File: src/shared/tcl_pkg.sv
`default_nettype none
package tcl_pkg;
   // Bus geometry
   localparam int ADDR_W = 8;
   localparam int IDX_W  = 6;
   localparam logic [1:0] RESP_OKAY   = 2'h0;
   localparam logic [1:0] RESP_SLVERR = 2'h2;

   // Register indices; byte address is four times the index
   localparam logic [IDX_W-1:0] IDX_CODING      = 6'h15;
   localparam logic [IDX_W-1:0] IDX_RESERVED    = 6'h16;
   localparam logic [IDX_W-1:0] IDX_DELAY       = 6'h17;
   localparam logic [IDX_W-1:0] IDX_MSG         = 6'h18;
   localparam logic [IDX_W-1:0] IDX_MSG_SLOTS   = 6'h1B;
   localparam logic [IDX_W-1:0] IDX_CLEAR_SLOTS = 6'h1C;
   localparam logic [IDX_W-1:0] IDX_SIG_CTRL    = 6'h1D;
   localparam logic [IDX_W-1:0] IDX_STATUS      = 6'h1E;

   // Coding and loopback control bit positions
   localparam int CB_RX_DEC = 7;
   localparam int CB_METAL  = 6;
   localparam int CB_TX_ENC = 5;
   localparam int CB_STUFF  = 4;
   localparam int CB_DIG    = 3;
   localparam int CB_REMOTE = 2;
   localparam int CB_BPLOOP = 1;
   localparam int CB_PAYLD  = 0;

   // Signaling control bit positions
   localparam int SC_RBS_EN = 0;
   localparam int SC_SIG_A  = 1;
   localparam int SC_SIG_B  = 2;

   // Reset values
   localparam logic [7:0]  RST_CODING = 8'h00;
   localparam logic [7:0]  RST_MSG    = 8'h00;
   localparam logic [23:0] RST_SLOTS  = 24'h000000;
   localparam logic [7:0]  RST_SIG    = 8'h00;

   // Frame geometry: 24 slots of 8 bits plus one framing bit
   localparam logic [4:0] F_SLOT      = 5'h18;
   localparam logic [2:0] LAST_BIT    = 3'h7;
   localparam logic [3:0] SF_LAST     = 4'hB;
   localparam logic [3:0] SIG_FRAME_A = 4'h5;
   localparam logic [3:0] SIG_FRAME_B = 4'hB;
   localparam logic [7:0] MAX_DELAY   = 8'hC0;
   localparam logic [7:0] IDLE_BYTE   = 8'hFF;
   localparam int STUFF_BIT = 1;
   localparam int LSB_BIT   = 0;

   // Code 000VB0VB by bit time
   localparam logic [7:0] SUB_MARK_T = 8'hD8;
   localparam logic [7:0] SUB_VIOL_T = 8'h48;
   // Same code, receive shift order
   localparam logic [7:0] SUB_MARK_SR = 8'h1B;
   localparam int SR_P3 = 4;
   localparam int SR_P4 = 3;
   localparam int SR_P6 = 1;
   localparam int SR_P7 = 0;

   // Line bit rate derived from the system clock
   localparam int CLK_HZ   = 20_000_000;
   localparam int LINE_HZ  = 1_544_000;
   localparam int DIV_W    = 4;
   localparam logic [DIV_W-1:0] LINE_DIV = DIV_W'(CLK_HZ / LINE_HZ - 1);

   // Line pair of one direction
   typedef struct packed {
      logic tip;
      logic ring;
   } tcl_line_t;
endpackage
`default_nettype wire

File: src/rtl/tcl_coding_loop.sv
// Summary of operation
// - Receive decodes substitution codes to zero octets
// - Metallic loop ties receive pins to transmit
// - Transmit replaces zero octets with substitution code
// - Zero channels get bit 1 forced
// - Digital loop feeds transmit stream to receiver
// - Backplane output echoes delayed backplane input in digital or backplane loop
// - Remote loop retransmits received line pulses
// - Backplane loop routes input slots to output
// - Payload loop sends received slots to transmitter
// - Payload loop with signaling overwrites slot LSB
// - Clear channel bits disable robbed signaling
// - Delay write repositions transmit frame boundary once
// - Delay counts from slot one write to read
// - Delay stays below one frame
// - Message byte fills selected outgoing channels
// - Signaling bit into LSB every sixth frame
`timescale 1ns/1ps
`default_nettype none

// Elastic buffer toward the framer
module tcl_fifo #(
   parameter int W     = 8,
   parameter int DEPTH = 8
) (
   input  wire logic         clock,
   input  wire logic         rst_n,
   input  wire logic         in_valid,
   input  wire logic [W-1:0] in_data,
   output logic              in_ready,
   input  wire logic         out_ready,
   output logic              out_valid,
   output logic [W-1:0]      out_data
);
   localparam int AW = $clog2(DEPTH);

   // Whole buffer state
   typedef struct packed {
      logic [DEPTH-1:0][W-1:0] mem;
      logic [AW-1:0]           wp;
      logic [AW-1:0]           rp;
      logic [AW:0]             cnt;
   } tcl_fifo_st_t;

   tcl_fifo_st_t s_r;   // Registered state
   tcl_fifo_st_t s_nxt; // Next state
   logic         push;  // Write accepted
   logic         pop;   // Read accepted

   assign in_ready  = s_r.cnt != (AW+1)'(DEPTH);
   assign out_valid = s_r.cnt != '0;
   assign out_data  = s_r.mem[s_r.rp];
   assign push      = in_valid && in_ready;
   assign pop       = out_ready && out_valid;

   // Pointer and count update
   always_comb
   begin
      s_nxt = s_r;
      if (push)
      begin
         s_nxt.mem[s_r.wp] = in_data;
         s_nxt.wp = (s_r.wp == AW'(DEPTH - 1)) ? '0 : AW'(s_r.wp + 1'b1);
      end
      if (pop)
         s_nxt.rp = (s_r.rp == AW'(DEPTH - 1)) ? '0 : AW'(s_r.rp + 1'b1);
      // Simultaneous push and pop keeps the count
      if (push && !pop)
         s_nxt.cnt = (AW+1)'(s_r.cnt + 1'b1);
      else if (pop && !push)
         s_nxt.cnt = (AW+1)'(s_r.cnt - 1'b1);
   end

   // State register
   always_ff @(posedge clock or negedge rst_n)
   begin
      if (!rst_n)
         s_r <= '0;
      else
         s_r <= s_nxt;
   end
endmodule

// Line coding, loops, delay, message
module tcl_coding_loop #(
   parameter int FIFO_DEPTH = 8
) (
   input  wire logic                      clock,
   input  wire logic                      rst_n,
   input  wire logic [tcl_pkg::ADDR_W-1:0] s_axi_awaddr,
   input  wire logic                      s_axi_awvalid,
   output logic                           s_axi_awready,
   input  wire logic [31:0]               s_axi_wdata,
   input  wire logic [3:0]                s_axi_wstrb,
   input  wire logic                      s_axi_wvalid,
   output logic                           s_axi_wready,
   output logic [1:0]                     s_axi_bresp,
   output logic                           s_axi_bvalid,
   input  wire logic                      s_axi_bready,
   input  wire logic [tcl_pkg::ADDR_W-1:0] s_axi_araddr,
   input  wire logic                      s_axi_arvalid,
   output logic                           s_axi_arready,
   output logic [31:0]                    s_axi_rdata,
   output logic [1:0]                     s_axi_rresp,
   output logic                           s_axi_rvalid,
   input  wire logic                      s_axi_rready,
   input  wire logic [7:0]                backplane_data_in,
   input  wire logic                      backplane_in_valid,
   output logic                           backplane_in_ready,
   output logic [7:0]                     backplane_data_out,
   output logic                           backplane_out_valid,
   input  wire tcl_pkg::tcl_line_t        rx_line,
   output tcl_pkg::tcl_line_t             tx_line
);
   import tcl_pkg::*;

   // Whole block state
   typedef struct packed {
      logic            awready;
      logic            wready;
      logic            bvalid;
      logic [1:0]      bresp;
      logic            arready;
      logic            rvalid;
      logic [31:0]     rdata;
      logic [1:0]      rresp;
      logic            aw_have;
      logic [IDX_W-1:0] aw_idx;
      logic            w_have;
      logic [31:0]     w_data;
      logic [3:0]      w_strb;
      logic [7:0]      coding;
      logic [7:0]      msg;
      logic [23:0]     msg_slots;
      logic [23:0]     clear_slots;
      logic [7:0]      sig_ctrl;
      logic [DIV_W-1:0] div;
      logic            tick;
      logic [2:0]      bit_idx;
      logic [4:0]      slot;
      logic [3:0]      frame;
      logic [7:0]      delay_cnt;
      logic [7:0]      tx_byte;
      logic            tx_sub;
      logic            tx_pol;
      logic [7:0]      bp_byte;
      tcl_line_t       rx_m1;
      tcl_line_t       rx_m2;
      logic [7:0]      rx_pos_sr;
      logic [7:0]      rx_neg_sr;
      logic            rx_pol;
      logic            rx_oct_pol;
      logic [7:0]      rx_byte;
      tcl_line_t       tx_line;
      logic [7:0]      bp_out_data;
      logic            bp_out_valid;
   } tcl_state_t;

   tcl_state_t s_r;     // Registered state
   tcl_state_t s_nxt;   // Next state
   logic       fifo_pop;  // Framer takes a byte
   logic       fifo_val;  // Buffer holds a byte
   logic [7:0] fifo_dat;  // Oldest buffered byte

   // Backplane bytes wait here until their slot comes round
   tcl_fifo #(
      .W     (8),
      .DEPTH (FIFO_DEPTH)
   ) u_txbuf (
      .clock     (clock),
      .rst_n     (rst_n),
      .in_valid  (backplane_in_valid),
      .in_data   (backplane_data_in),
      .in_ready  (backplane_in_ready),
      .out_ready (fifo_pop),
      .out_valid (fifo_val),
      .out_data  (fifo_dat)
   );

   // Buffer drained once per payload slot, never during a delay hold
   assign fifo_pop = s_r.tick && (s_r.delay_cnt == '0) && (s_r.bit_idx == '0)
                     && (s_r.slot != F_SLOT);

   assign s_axi_awready       = s_r.awready;
   assign s_axi_wready        = s_r.wready;
   assign s_axi_bvalid        = s_r.bvalid;
   assign s_axi_bresp         = s_r.bresp;
   assign s_axi_arready       = s_r.arready;
   assign s_axi_rvalid        = s_r.rvalid;
   assign s_axi_rdata         = s_r.rdata;
   assign s_axi_rresp         = s_r.rresp;
   assign backplane_data_out  = s_r.bp_out_data;
   assign backplane_out_valid = s_r.bp_out_valid;
   assign tx_line             = s_r.tx_line;

   // Register access, framing, coding and loop selection
   always_comb
   begin
      logic [IDX_W-1:0] ridx;   // Read index
      logic [7:0]       cur;    // Byte for the current slot
      logic [7:0]       sh;     // Current byte shifted to the bit
      logic             dbit;   // Data bit on the wire
      logic             mark;   // Pulse to send
      logic             viol;   // Pulse is a violation
      logic             pol;    // Polarity of this pulse
      logic             tpos;   // Encoded positive pulse
      logic             tneg;   // Encoded negative pulse
      logic             spos;   // Receiver positive sample
      logic             sneg;   // Receiver negative sample
      logic [7:0]       rpos;   // Receive octet, positive marks
      logic [7:0]       rneg;   // Receive octet, negative marks
      logic [7:0]       rbyte;  // Decoded receive octet
      ridx  = s_axi_araddr[ADDR_W-1:2];
      cur   = s_r.tx_byte;
      sh    = '0;
      dbit  = 1'b0;
      mark  = 1'b0;
      viol  = 1'b0;
      pol   = s_r.tx_pol;
      tpos  = 1'b0;
      tneg  = 1'b0;
      spos  = 1'b0;
      sneg  = 1'b0;
      rpos  = s_r.rx_pos_sr;
      rneg  = s_r.rx_neg_sr;
      rbyte = '0;
      s_nxt = s_r;
      s_nxt.bp_out_valid = 1'b0;

      // Two-stage synchroniser on the line pins
      s_nxt.rx_m1 = rx_line;
      s_nxt.rx_m2 = s_r.rx_m1;

      // Bit-rate enable
      s_nxt.tick = 1'b0;
      if (s_r.div == LINE_DIV)
      begin
         s_nxt.div  = '0;
         s_nxt.tick = 1'b1;
      end
      else
         s_nxt.div = DIV_W'(s_r.div + 1'b1);

      // Write response handshake frees both holding slots
      if (s_r.bvalid && s_axi_bready)
      begin
         s_nxt.bvalid  = 1'b0;
         s_nxt.aw_have = 1'b0;
         s_nxt.w_have  = 1'b0;
      end
      if (s_r.awready && s_axi_awvalid)
      begin
         s_nxt.aw_have = 1'b1;
         s_nxt.aw_idx  = s_axi_awaddr[ADDR_W-1:2];
      end
      if (s_r.wready && s_axi_wvalid)
      begin
         s_nxt.w_have = 1'b1;
         s_nxt.w_data = s_axi_wdata;
         s_nxt.w_strb = s_axi_wstrb;
      end

      // Commit a write once address and data are both held
      if (s_r.aw_have && s_r.w_have && !s_r.bvalid)
      begin
         s_nxt.bvalid = 1'b1;
         s_nxt.bresp  = RESP_OKAY;
         case (s_r.aw_idx)
            IDX_CODING:
               if (s_r.w_strb[0])
                  s_nxt.coding = s_r.w_data[7:0];
            IDX_MSG:
               if (s_r.w_strb[0])
                  s_nxt.msg = s_r.w_data[7:0];
            IDX_SIG_CTRL:
               if (s_r.w_strb[0])
                  s_nxt.sig_ctrl = s_r.w_data[7:0];
            IDX_MSG_SLOTS:
               for (int i = 0; i < 3; i++)
                  if (s_r.w_strb[i])
                     s_nxt.msg_slots[i*8 +: 8] = s_r.w_data[i*8 +: 8];
            IDX_CLEAR_SLOTS:
               for (int i = 0; i < 3; i++)
                  if (s_r.w_strb[i])
                     s_nxt.clear_slots[i*8 +: 8] = s_r.w_data[i*8 +: 8];
            IDX_DELAY:
               // Hold the frame start this many bits
               if (s_r.w_strb[0])
               begin
                  s_nxt.delay_cnt = (s_r.w_data[7:0] > MAX_DELAY) ? MAX_DELAY
                                    : s_r.w_data[7:0];
                  s_nxt.bit_idx   = '0;
                  s_nxt.slot      = '0;
                  s_nxt.frame     = '0;
               end
            // Reserved and status accept writes silently
            IDX_RESERVED, IDX_STATUS: ;
            default:
               s_nxt.bresp = RESP_SLVERR;
         endcase
      end

      // Read channel; write-only and reserved words read zero
      if (s_r.rvalid && s_axi_rready)
         s_nxt.rvalid = 1'b0;
      if (s_r.arready && s_axi_arvalid)
      begin
         s_nxt.rvalid = 1'b1;
         s_nxt.rresp  = RESP_OKAY;
         s_nxt.rdata  = '0;
         case (ridx)
            IDX_CODING:      s_nxt.rdata[7:0]  = s_r.coding;
            IDX_MSG:         s_nxt.rdata[7:0]  = s_r.msg;
            IDX_SIG_CTRL:    s_nxt.rdata[7:0]  = s_r.sig_ctrl;
            IDX_MSG_SLOTS:   s_nxt.rdata[23:0] = s_r.msg_slots;
            IDX_CLEAR_SLOTS: s_nxt.rdata[23:0] = s_r.clear_slots;
            IDX_STATUS:      s_nxt.rdata[9:0]  = {s_r.delay_cnt != '0, s_r.frame, s_r.slot};
            IDX_RESERVED, IDX_DELAY: ;
            default:         s_nxt.rresp = RESP_SLVERR;
         endcase
      end
      // One transaction per channel in flight keeps the slave simple
      s_nxt.awready = !s_nxt.aw_have;
      s_nxt.wready  = !s_nxt.w_have;
      s_nxt.arready = !s_nxt.rvalid;

      // Line side, one step per bit time
      if (s_r.tick && (s_r.delay_cnt != '0))
      begin
         // Boundary held back; line idles with no pulses
         s_nxt.delay_cnt = 8'(s_r.delay_cnt - 1'b1);
         s_nxt.tx_line   = '0;
      end
      else if (s_r.tick)
      begin
         // Slot byte at first bit of slot
         if ((s_r.bit_idx == '0) && (s_r.slot != F_SLOT))
         begin
            cur = fifo_val ? fifo_dat : IDLE_BYTE;
            s_nxt.bp_byte = cur;
            if (s_r.coding[CB_PAYLD])
               cur = s_r.rx_byte;
            if (s_r.msg_slots[s_r.slot])
               cur = s_r.msg;
            // Clear channel slots keep their LSB intact
            if (s_r.sig_ctrl[SC_RBS_EN] && !s_r.clear_slots[s_r.slot])
            begin
               if (s_r.frame == SIG_FRAME_A)
                  cur[LSB_BIT] = s_r.sig_ctrl[SC_SIG_A];
               else if (s_r.frame == SIG_FRAME_B)
                  cur[LSB_BIT] = s_r.sig_ctrl[SC_SIG_B];
            end
            if (s_r.coding[CB_STUFF] && (cur == '0))
               cur[STUFF_BIT] = 1'b1;
            s_nxt.tx_sub = s_r.coding[CB_TX_ENC] && (cur == '0);
         end
         s_nxt.tx_byte = cur;
         sh   = cur << s_r.bit_idx;
         dbit = (s_r.slot == F_SLOT) ? s_r.frame[0] : sh[7];

         // Bipolar encoding with substitution marks
         if (s_r.slot == F_SLOT)
            mark = dbit;
         else if (s_nxt.tx_sub)
         begin
            mark = SUB_MARK_T[s_r.bit_idx];
            viol = SUB_VIOL_T[s_r.bit_idx];
         end
         else
            mark = dbit;
         if (mark)
         begin
            // A violation repeats the last polarity
            pol = viol ? s_r.tx_pol : !s_r.tx_pol;
            s_nxt.tx_pol = pol;
         end
         tpos = mark && pol;
         tneg = mark && !pol;

         // Receiver sees the transmit stream in digital loop
         spos = s_r.coding[CB_DIG] ? tpos : s_r.rx_m2.tip;
         sneg = s_r.coding[CB_DIG] ? tneg : s_r.rx_m2.ring;

         // Transmit pins: remote loop resends line pulses
         if (s_r.coding[CB_REMOTE])
            s_nxt.tx_line = s_r.rx_m2;
         else
         begin
            s_nxt.tx_line.tip  = tpos;
            s_nxt.tx_line.ring = tneg;
         end

         // Receive octet assembly, framing bit skipped
         if (s_r.slot != F_SLOT)
         begin
            if (s_r.bit_idx == '0)
               s_nxt.rx_oct_pol = s_r.rx_pol;
            rpos = {s_r.rx_pos_sr[6:0], spos};
            rneg = {s_r.rx_neg_sr[6:0], sneg};
            s_nxt.rx_pos_sr = rpos;
            s_nxt.rx_neg_sr = rneg;
            if (spos || sneg)
               s_nxt.rx_pol = spos;
         end
         if ((s_r.bit_idx == LAST_BIT) && (s_r.slot != F_SLOT))
         begin
            rbyte = rpos | rneg;
            // Substitution code: V, B, V, B with correct polarities
            if (s_r.coding[CB_RX_DEC] && (rbyte == SUB_MARK_SR)
                && (rpos[SR_P3] == s_nxt.rx_oct_pol)
                && (rpos[SR_P4] != rpos[SR_P3])
                && (rpos[SR_P6] == rpos[SR_P4])
                && (rpos[SR_P7] != rpos[SR_P6]))
               rbyte = '0;
            s_nxt.rx_byte      = rbyte;
            s_nxt.bp_out_valid = 1'b1;
            // Backplane loop returns the slot's own input byte
            s_nxt.bp_out_data  = s_r.coding[CB_BPLOOP] ? s_r.bp_byte : rbyte;
         end

         // Bit, slot and frame counters
         if (s_r.slot == F_SLOT)
         begin
            s_nxt.slot    = '0;
            s_nxt.bit_idx = '0;
            s_nxt.frame   = (s_r.frame == SF_LAST) ? '0 : 4'(s_r.frame + 1'b1);
         end
         else if (s_r.bit_idx == LAST_BIT)
         begin
            s_nxt.bit_idx = '0;
            s_nxt.slot    = 5'(s_r.slot + 1'b1);
         end
         else
            s_nxt.bit_idx = 3'(s_r.bit_idx + 1'b1);
      end

      // Metallic loop overrides everything, every clock
      if (s_r.coding[CB_METAL])
         s_nxt.tx_line = s_r.rx_m2;
   end

   // State register with constant reset values
   always_ff @(posedge clock or negedge rst_n)
   begin
      if (!rst_n)
      begin
         s_r             <= '0;
         s_r.coding      <= RST_CODING;
         s_r.msg         <= RST_MSG;
         s_r.msg_slots   <= RST_SLOTS;
         s_r.clear_slots <= RST_SLOTS;
         s_r.sig_ctrl    <= RST_SIG;
      end
      else
         s_r <= s_nxt;
   end
endmodule
`default_nettype wire

File: config.mk
export PLATFORM = sky130hd
export DESIGN_NAME = tcl_coding_loop
export DESIGN_NICKNAME = d
export VERILOG_FILES = /design/src/shared/tcl_pkg.sv /design/src/rtl/tcl_coding_loop.sv
export SDC_FILE = /design/constraint.sdc
export NUM_CORES = 1
export LEC_CHECK = 0
export CAP_MARGIN = 20
export CORE_ASPECT_RATIO = 0.7
export CORE_MARGIN = 3
export CORE_UTILIZATION = 60
export DETAILED_ROUTE_END_ITERATION = 8
export DONT_BUFFER_PORTS = 1
export HOLD_SLACK_MARGIN = 0.02
export PLACE_DENSITY = 0.74
export SLEW_MARGIN = 30
export SYNTH_ARGS = -nofsm -noshare
export SYNTH_HDL_FRONTEND = slang
export SYNTH_HIERARCHICAL = 1
export SYNTH_SLANG_ARGS = --single-unit
File: constraint.sdc
create_clock -name clock -period 4.4 [get_ports clock]
set_input_delay 1.32 -clock clock [delete_from_list [all_inputs] [get_ports clock]]
set_output_delay 1.32 -clock clock [all_outputs]
set_load 0.1 [all_outputs]
Yosys cells after proc, flatten, opt, wreduce, memory -nomap -nowiden
Memory sizes are Yosys's and may differ from the RTL's.
Index checks and enable logic that the tools add are counted.
- shift-type cells: 1
- bitwise logic cells: 2
- mux-type cells: 98
- equality and inequality tests: 32
- add/subtract/negate cells: 9
- reduce and logical (&&, ||, !) cells: 67
- order comparisons: 6
- operator list (operator ; number):
    $mux 8 ; 22
    $eq 6x5->1 const B ; 16
    $bwmux 64 ; 1
    $mux 20 ; 3
    $mux 18 ; 3
    $pmux 8 s6 ; 1
    $mux 1 ; 40
    $reduce_and 3->1 ; 13
    $mux 37 ; 1
    $mux 35 ; 1
    $logic_and 1x1->1 ; 28
    $pmux 14 s2 ; 1
    $bmux 8 s3 ; 1
    $demux 8 s3 ; 1
    $logic_not 8->1 ; 3
    $mux 12 ; 2
    $mux 4 ; 5
    $reduce_or 8->1 ; 2
    $add 4x1->4 const B ; 3
    $lt 3x4->1 const B ; 3
    $mux 3 ; 4
    $mux 11 ; 1
    $bmux 1 s5 ; 2
    $mux 2 ; 5
    33 further kinds ; 53
- memories kept: 2
- register bits after elaboration: 307
- bits in read-only memories: 16
- memory list (memory ; depth ; bits a word ; read ports ; clocked after memory_dff ; write ports ; RTL line ; RTL):
    (name not given) ; 8 ; 1 ; 1 ; 0 ; 0 ; tcl_coding_loop.sv:367 ; viol = SUB_VIOL_T[s_r.bit_idx];
    (name not given) ; 8 ; 1 ; 1 ; 0 ; 0 ; tcl_coding_loop.sv:366 ; mark = SUB_MARK_T[s_r.bit_idx];

Logic depth before layout (Yosys ltp)
- depth in word-level cells: 52
- mapped depth: 17
- mapped depth without buffers: 13

Modules after synthesis
The synthesis kept the hierarchy.
- modules (own cells, without submodules) (module ; times used ; cells each ; area each (sq um)):
    tcl_coding_loop ; 1 ; 1054 ; 11118.2
    tcl_fifo ; 1 ; 227 ; 3578.4

Worst setup path after synthesis
No wires, ideal clock.
- path type: register -> register
- start: reg s_r[71] (netlist name)
- end: reg u_txbuf/s_r[3] (netlist name)
- stages on the path, launching flop included: 18
- required time: 4.269 ns
- slack: 0.303 ns
- arrival time: 3.966 ns
- library setup time: 0.131 ns
- buffers on the path: 5
- cell sequence: dfrtp_1 buf_6 buf_6 inv_1 ha_1 nand4b_1 clkbuf_1 clkbuf_1 nand2_1 nor2_1 clkbuf_1 o41ai_2 ha_1 inv_1 ha_1 or4_1 o211ai_1 o211ai_1
- RTL lines (element ; RTL line ; RTL):
    end signal: assignment ; tcl_coding_loop.sv:80 ; s_r <= s_nxt;
    end: declaration ; tcl_coding_loop.sv:45 ; tcl_fifo_st_t s_r;

Final worst setup path
- start: reg u_txbuf/s_r[4] (netlist name)
- end: reg s_r, in the netlist backplane_data_out[3]
- elaborated cells on any way between the ends: 63
- RTL lines (element ; RTL line ; RTL):
    $bmux 8 s3 * ; tcl_coding_loop.sv:52 ; assign out_data = s_r.mem[s_r.rp];
    $mux 8 (implied by the code) * ; tcl_coding_loop.sv:52 ;
    via fifo_dat[7] ; tcl_coding_loop.sv:163 ; logic [7:0] fifo_dat;
    $mux 8 * ; tcl_coding_loop.sv:339 ; cur = fifo_val ? fifo_dat : IDLE_BYTE;
    $mux 8 * ; tcl_coding_loop.sv:341 ; if (s_r.coding[CB_PAYLD])
    $mux 8 * ; tcl_coding_loop.sv:343 ; if (s_r.msg_slots[s_r.slot])
    $mux 8 * ; tcl_coding_loop.sv:337 ; if ((s_r.bit_idx == '0) && (s_r.slot != F_SLOT))
    $mux 8 * ; tcl_coding_loop.sv:334 ; else if (s_r.tick)
    (+27 left out) ; -- ;
    $eq 8x5->1 ; tcl_coding_loop.sv:409 ; if (s_r.coding[CB_RX_DEC] && (rbyte == SUB_MARK_SR)
    $logic_and 1x1->1 ; tcl_coding_loop.sv:409 ;
    $logic_and 1x1->1 ; tcl_coding_loop.sv:410 ; && (rpos[SR_P3] == s_nxt.rx_oct_pol)
    $logic_and 1x1->1 ; tcl_coding_loop.sv:411 ; && (rpos[SR_P4] != rpos[SR_P3])
    $logic_and 1x1->1 ; tcl_coding_loop.sv:412 ; && (rpos[SR_P6] == rpos[SR_P4])
    $logic_and 1x1->1 * ; tcl_coding_loop.sv:413 ; && (rpos[SR_P7] != rpos[SR_P6]))
    $mux 8 * ; tcl_coding_loop.sv:409 ;
    $mux 8 * ; tcl_coding_loop.sv:418 ; s_nxt.bp_out_data = s_r.coding[CB_BPLOOP] ? s_r.bp_byte : rbyte;
    end signal: assignment ; tcl_coding_loop.sv:455 ; s_r <= s_nxt;
    end: declaration ; tcl_coding_loop.sv:159 ; tcl_state_t s_r;
Mark *: on every way through the listed nets, which the timed path passes. The rest lies on a longest branch. The select of a mux whose other input is x is not followed.
A chain may end at the register's enable or synchronous reset.

==> flow_summary.toml <==
[min_path]
hold_class = "flip-flop to flip-flop"
min-delay-start = "s_nxt[37]"
hold_end = "s_r[37]"
whs_path_depth = 0

[timing]
maxSlewHeadroom_pct = 35.7
tightest_slew_ps = 965
rsz0062_at_grt = "false"
min_period_ps = 4090
finalSetupTns_ps = 0
hold_viol_final = 0
final_max_slew_viol_count = 0
skew_ps = 9.24
fmax_mhz = 245
finalCritPeriodShare_pct = 92.9
holdWs_ps = 351
setup_viol = 0

[power]
irDropWorstVdd_uv = 503
power.switching_w = 0.00380
power_density_nw_per_um2 = 671
p_int_w = 0.00673
p_comb_share_pct = 26.7
p_leak_nw = 6.88
clkPwrFrac_pct = 25.0
p_seq_share_pct = 48.4
swShare_pct = 36.1
p_total_w = 0.0105

[yosys]
ys_ff_latch = 296
synth_flop_cell = "dfrtp_1"
synth_top_family_by_area = "multiplexers"
syn_avg_cell_area_sq_um = 11.5
synth_area_sq_um = 14700
synth_top_area_share_pct = 50.4
synthSimpleGateAreaFrac_pct = 12.5
synthCells = 1281
yosys.area_share.xor_xnor_pct = 0.358
synth.mux.area_fraction_pct = 20.2
synth_fa_ha_area_share_pct = 1.67
post-synth-top-area-cell = "dfrtp_1"
synth_compound_area_share_pct = 9.86
synth-async-reset-ratio_pct = 100
ys_seq_area_share_pct = 50.4
synth_edf_count = 0
synthTopCellsByArea = "dfrtp_1 50%, mux2_2 13%, nand2_1 3.2%"
synth_cell_types = 81
ys_warn_count = 6

[clock_tree]
cts_hold_buf = 0
htree_num_levels = 1
cts-resized-gates = 0
cts_buffers = 28
clk_path_buf_depth = 3
clk_latency_ps = 540
path_clk_slew_ps = 70
cts_tree = "yes"
cts_root_buf = "clkbuf_16"
cts_setup_buffers = 0
clock-sinks = 296

[final_layout]
drive_above_1_share_pct = 22.8
synthToLayoutAreaGrowth_pct = 6.90
nets = 1323
n_antenna_cell = 0
fillCellCount = 1805

[setup_path]
cp_max_fo = 19
cp-end-kind = "flip-flop"
reg2reg_from = "u_txbuf/s_r[4]"
rrSetupSlack_ps = 310
r2r-end = "backplane_data_out[3]"
path_depth = 14
cp_common_cell = "o21ai_1"
worst_r2r_path_depth = 14
cp_cell_sequence = "buf_12 -> mux4_2 -> mux2_2 -> nor3b_1 -> o22ai_1 -> nor4_2 -> and4_1 -> o21ai_2 -> or2_4 -> a211oi_4 -> mux2i_1 -> a21oi_2 -> o21ai_1 -> o21ai_1"
start_kind = "flip-flop"
path_class = "flip-flop to flip-flop"
slowest_stage = "mux4_2"
cp_top_family = "simple AND/OR/NAND/NOR gates"
max_stage_delay_ps = 500
cp.required_ps = 4800
critPathArrivalTime_ps = 4490
worst-path-buf-inv = 1

[floorplan]
die_w_um = 193
ios = 123
die_area_sq_um = 26400
fp-row-count = 47
die_h_um = 137
core_area_sq_um = 23900
start_util_pct = 61.6

[place]
io_buffers = 0
hpwlAfterDp_mm = 22.9
place.gp.congestion = 0.933

[global_routing]
antenna_found_initial = 1
gr-total-overflow = 0
grt_usage_pct = 25.2
grt_pass1_vias = 9514
grt_pass1_wl_mm = 52.8
grt_max_degree = 297

[flow_run]
drv_cap = 0

[routing]
antenna_left = 0
drt_wl_total_mm = 33.3
dr.pass1.iters = 5
viasPerCell = 6.27
drc_errors = 0
drt-initial-drc-count = 691
routedWlPerCell_um = 21.2
route.vias.total = 9849

[outcome]
status = "completed"
worst reg2reg max path: stages (launching register included):
cell      delay [ps]
dfrtp_1          370
buf_12           200
mux4_2           510
mux2_2           330
nor3b_1          330
o22ai_1          140
nor4_2           350
and4_1           280
o21ai_2           90
or2_4            260
a211oi_4         400
mux2i_1          270
a21oi_2           90
o21ai_1          230
o21ai_1           90
layer usage:
layer | GRT usage (%) | up-vias | wire (um)
met5 | 0 | - | 13
met4 | 4.01 | 2 | 437
met3 | 5.27 | 40 | 2370
met2 | 36.9 | 291 | 14500
met1 | 39.5 | 5017 | 15900
li1 | - | 4499 | -
how the worst max path moves through the flow:
stage	from	end	slack, ps
6_report	u_txbuf/s_r[4]	backplane_data_out[3]	310
5_1_grt	u_txbuf/s_r[4]	backplane_data_out[3]	20
4_1_cts	u_txbuf/s_r[4]	backplane_data_out[3]	290
3_5_place_dp	u_txbuf/s_r[4]	backplane_data_out[3]	300
3_3_place_gp	u_txbuf/s_r[4]	backplane_data_out[3]	400
2_1_floorplan	s_r[71]	u_txbuf/s_r[3]	300
cell type report:
| cell class | instances | area [sq um] | area share (%) |
|---|---|---|---|
| clock inverters | 10 | 178 | 1.13 |
| inverters | 32 | 120 | 0.765 |
| well taps | 318 | 398 | 2.53 |
| flip-flops and latches | 296 | 7410 | 47.1 |
| repair buffers | 21 | 170 | 1.08 |
| clock buffers | 40 | 837 | 5.33 |
| multi-input cells | 855 | 6600 | 42.0 |
sequential cells by signal (all words and copies together), names as in the netlist:
register             count
s_r                    178
u_txbuf/s_r             74
s_axi_rdata             24
backplane_data_out       8
s_nxt                    2
tx_line                  2
backplane_out_valid      1
s_axi_arready            1
s_axi_awready            1
s_axi_bresp              1
s_axi_bvalid             1
s_axi_rresp              1
s_axi_rvalid             1
s_axi_wready             1
metrics by stage:
step                      area [sq um]  utilization (%)  std cells  worst slack [ps]
after floorplan                  14700                -       1290               303
after global placement           14700             61.5       1522               397
after detailed placement         14700             61.5       1522               302
after CTS                        15700             65.8       1572               286
after global routing             15700             65.8       1572              19.3
final                            15700             65.8       1572               311
cells by family after synthesis:
family | count (synthesis)
adders and majority gates | 19
AOI/OAI and AO/OA | 207
other | 1
buffers and inverters | 139
DFF | 296
xor gates and xnor gates | 6
muxes | 248
and+or+nand+nor | 365
cell usage in the layout (no fill, tap or decap), types with 9 or more instances in the layout:
cell,instances
conb_1,10
nor3b_1,13
nor2b_1,17
o21ai_1,11
a21oi_1,32
inv_1,30
buf_4,20
a31oi_1,19
mux2_1,16
nand2_1,124
clkbuf_16,29
o21ai_0,36
mux2i_1,39
a221oi_1,21
nor3_1,17
ha_1,18
mux4_2,17
mux2_2,174
nand3_1,19
dfrtp_1,296
and3_1,9
nor2_1,99
nand2b_1,11
a22oi_1,17
synth_stat cells, drive strengths merged (5+ instances only):
library cell	instances
nand4	8
inv	32
o311ai	5
mux2	190
nand2	124
buf	60
nor4	7
nor2b	17
or4	5
nor3	19
nor3b	13
o31ai	7
mux2i	39
nand2b	11
clkbuf	47
o22ai	5
nand3	21
o21ai	49
ha	18
mux4	19
and3	9
o211ai	8
a221oi	21
a31oi	19
a22o	6
xnor2	5
nor2	100
a21oi	33
nor4b	5
dfrtp	296
a22oi	18
power groups by stage:
stage                     Combinational (W)  Clock, W  Sequential (W)
after global placement              0.00268         0         0.00505
final                               0.00281   0.00263         0.00510
after detailed placement            0.00277         0         0.00511
after CTS                           0.00279   0.00268         0.00507
after global routing                0.00309   0.00280         0.00523
after floorplan                     0.00284         0         0.00431
Note: power is estimated with default switching activity, not from simulation.
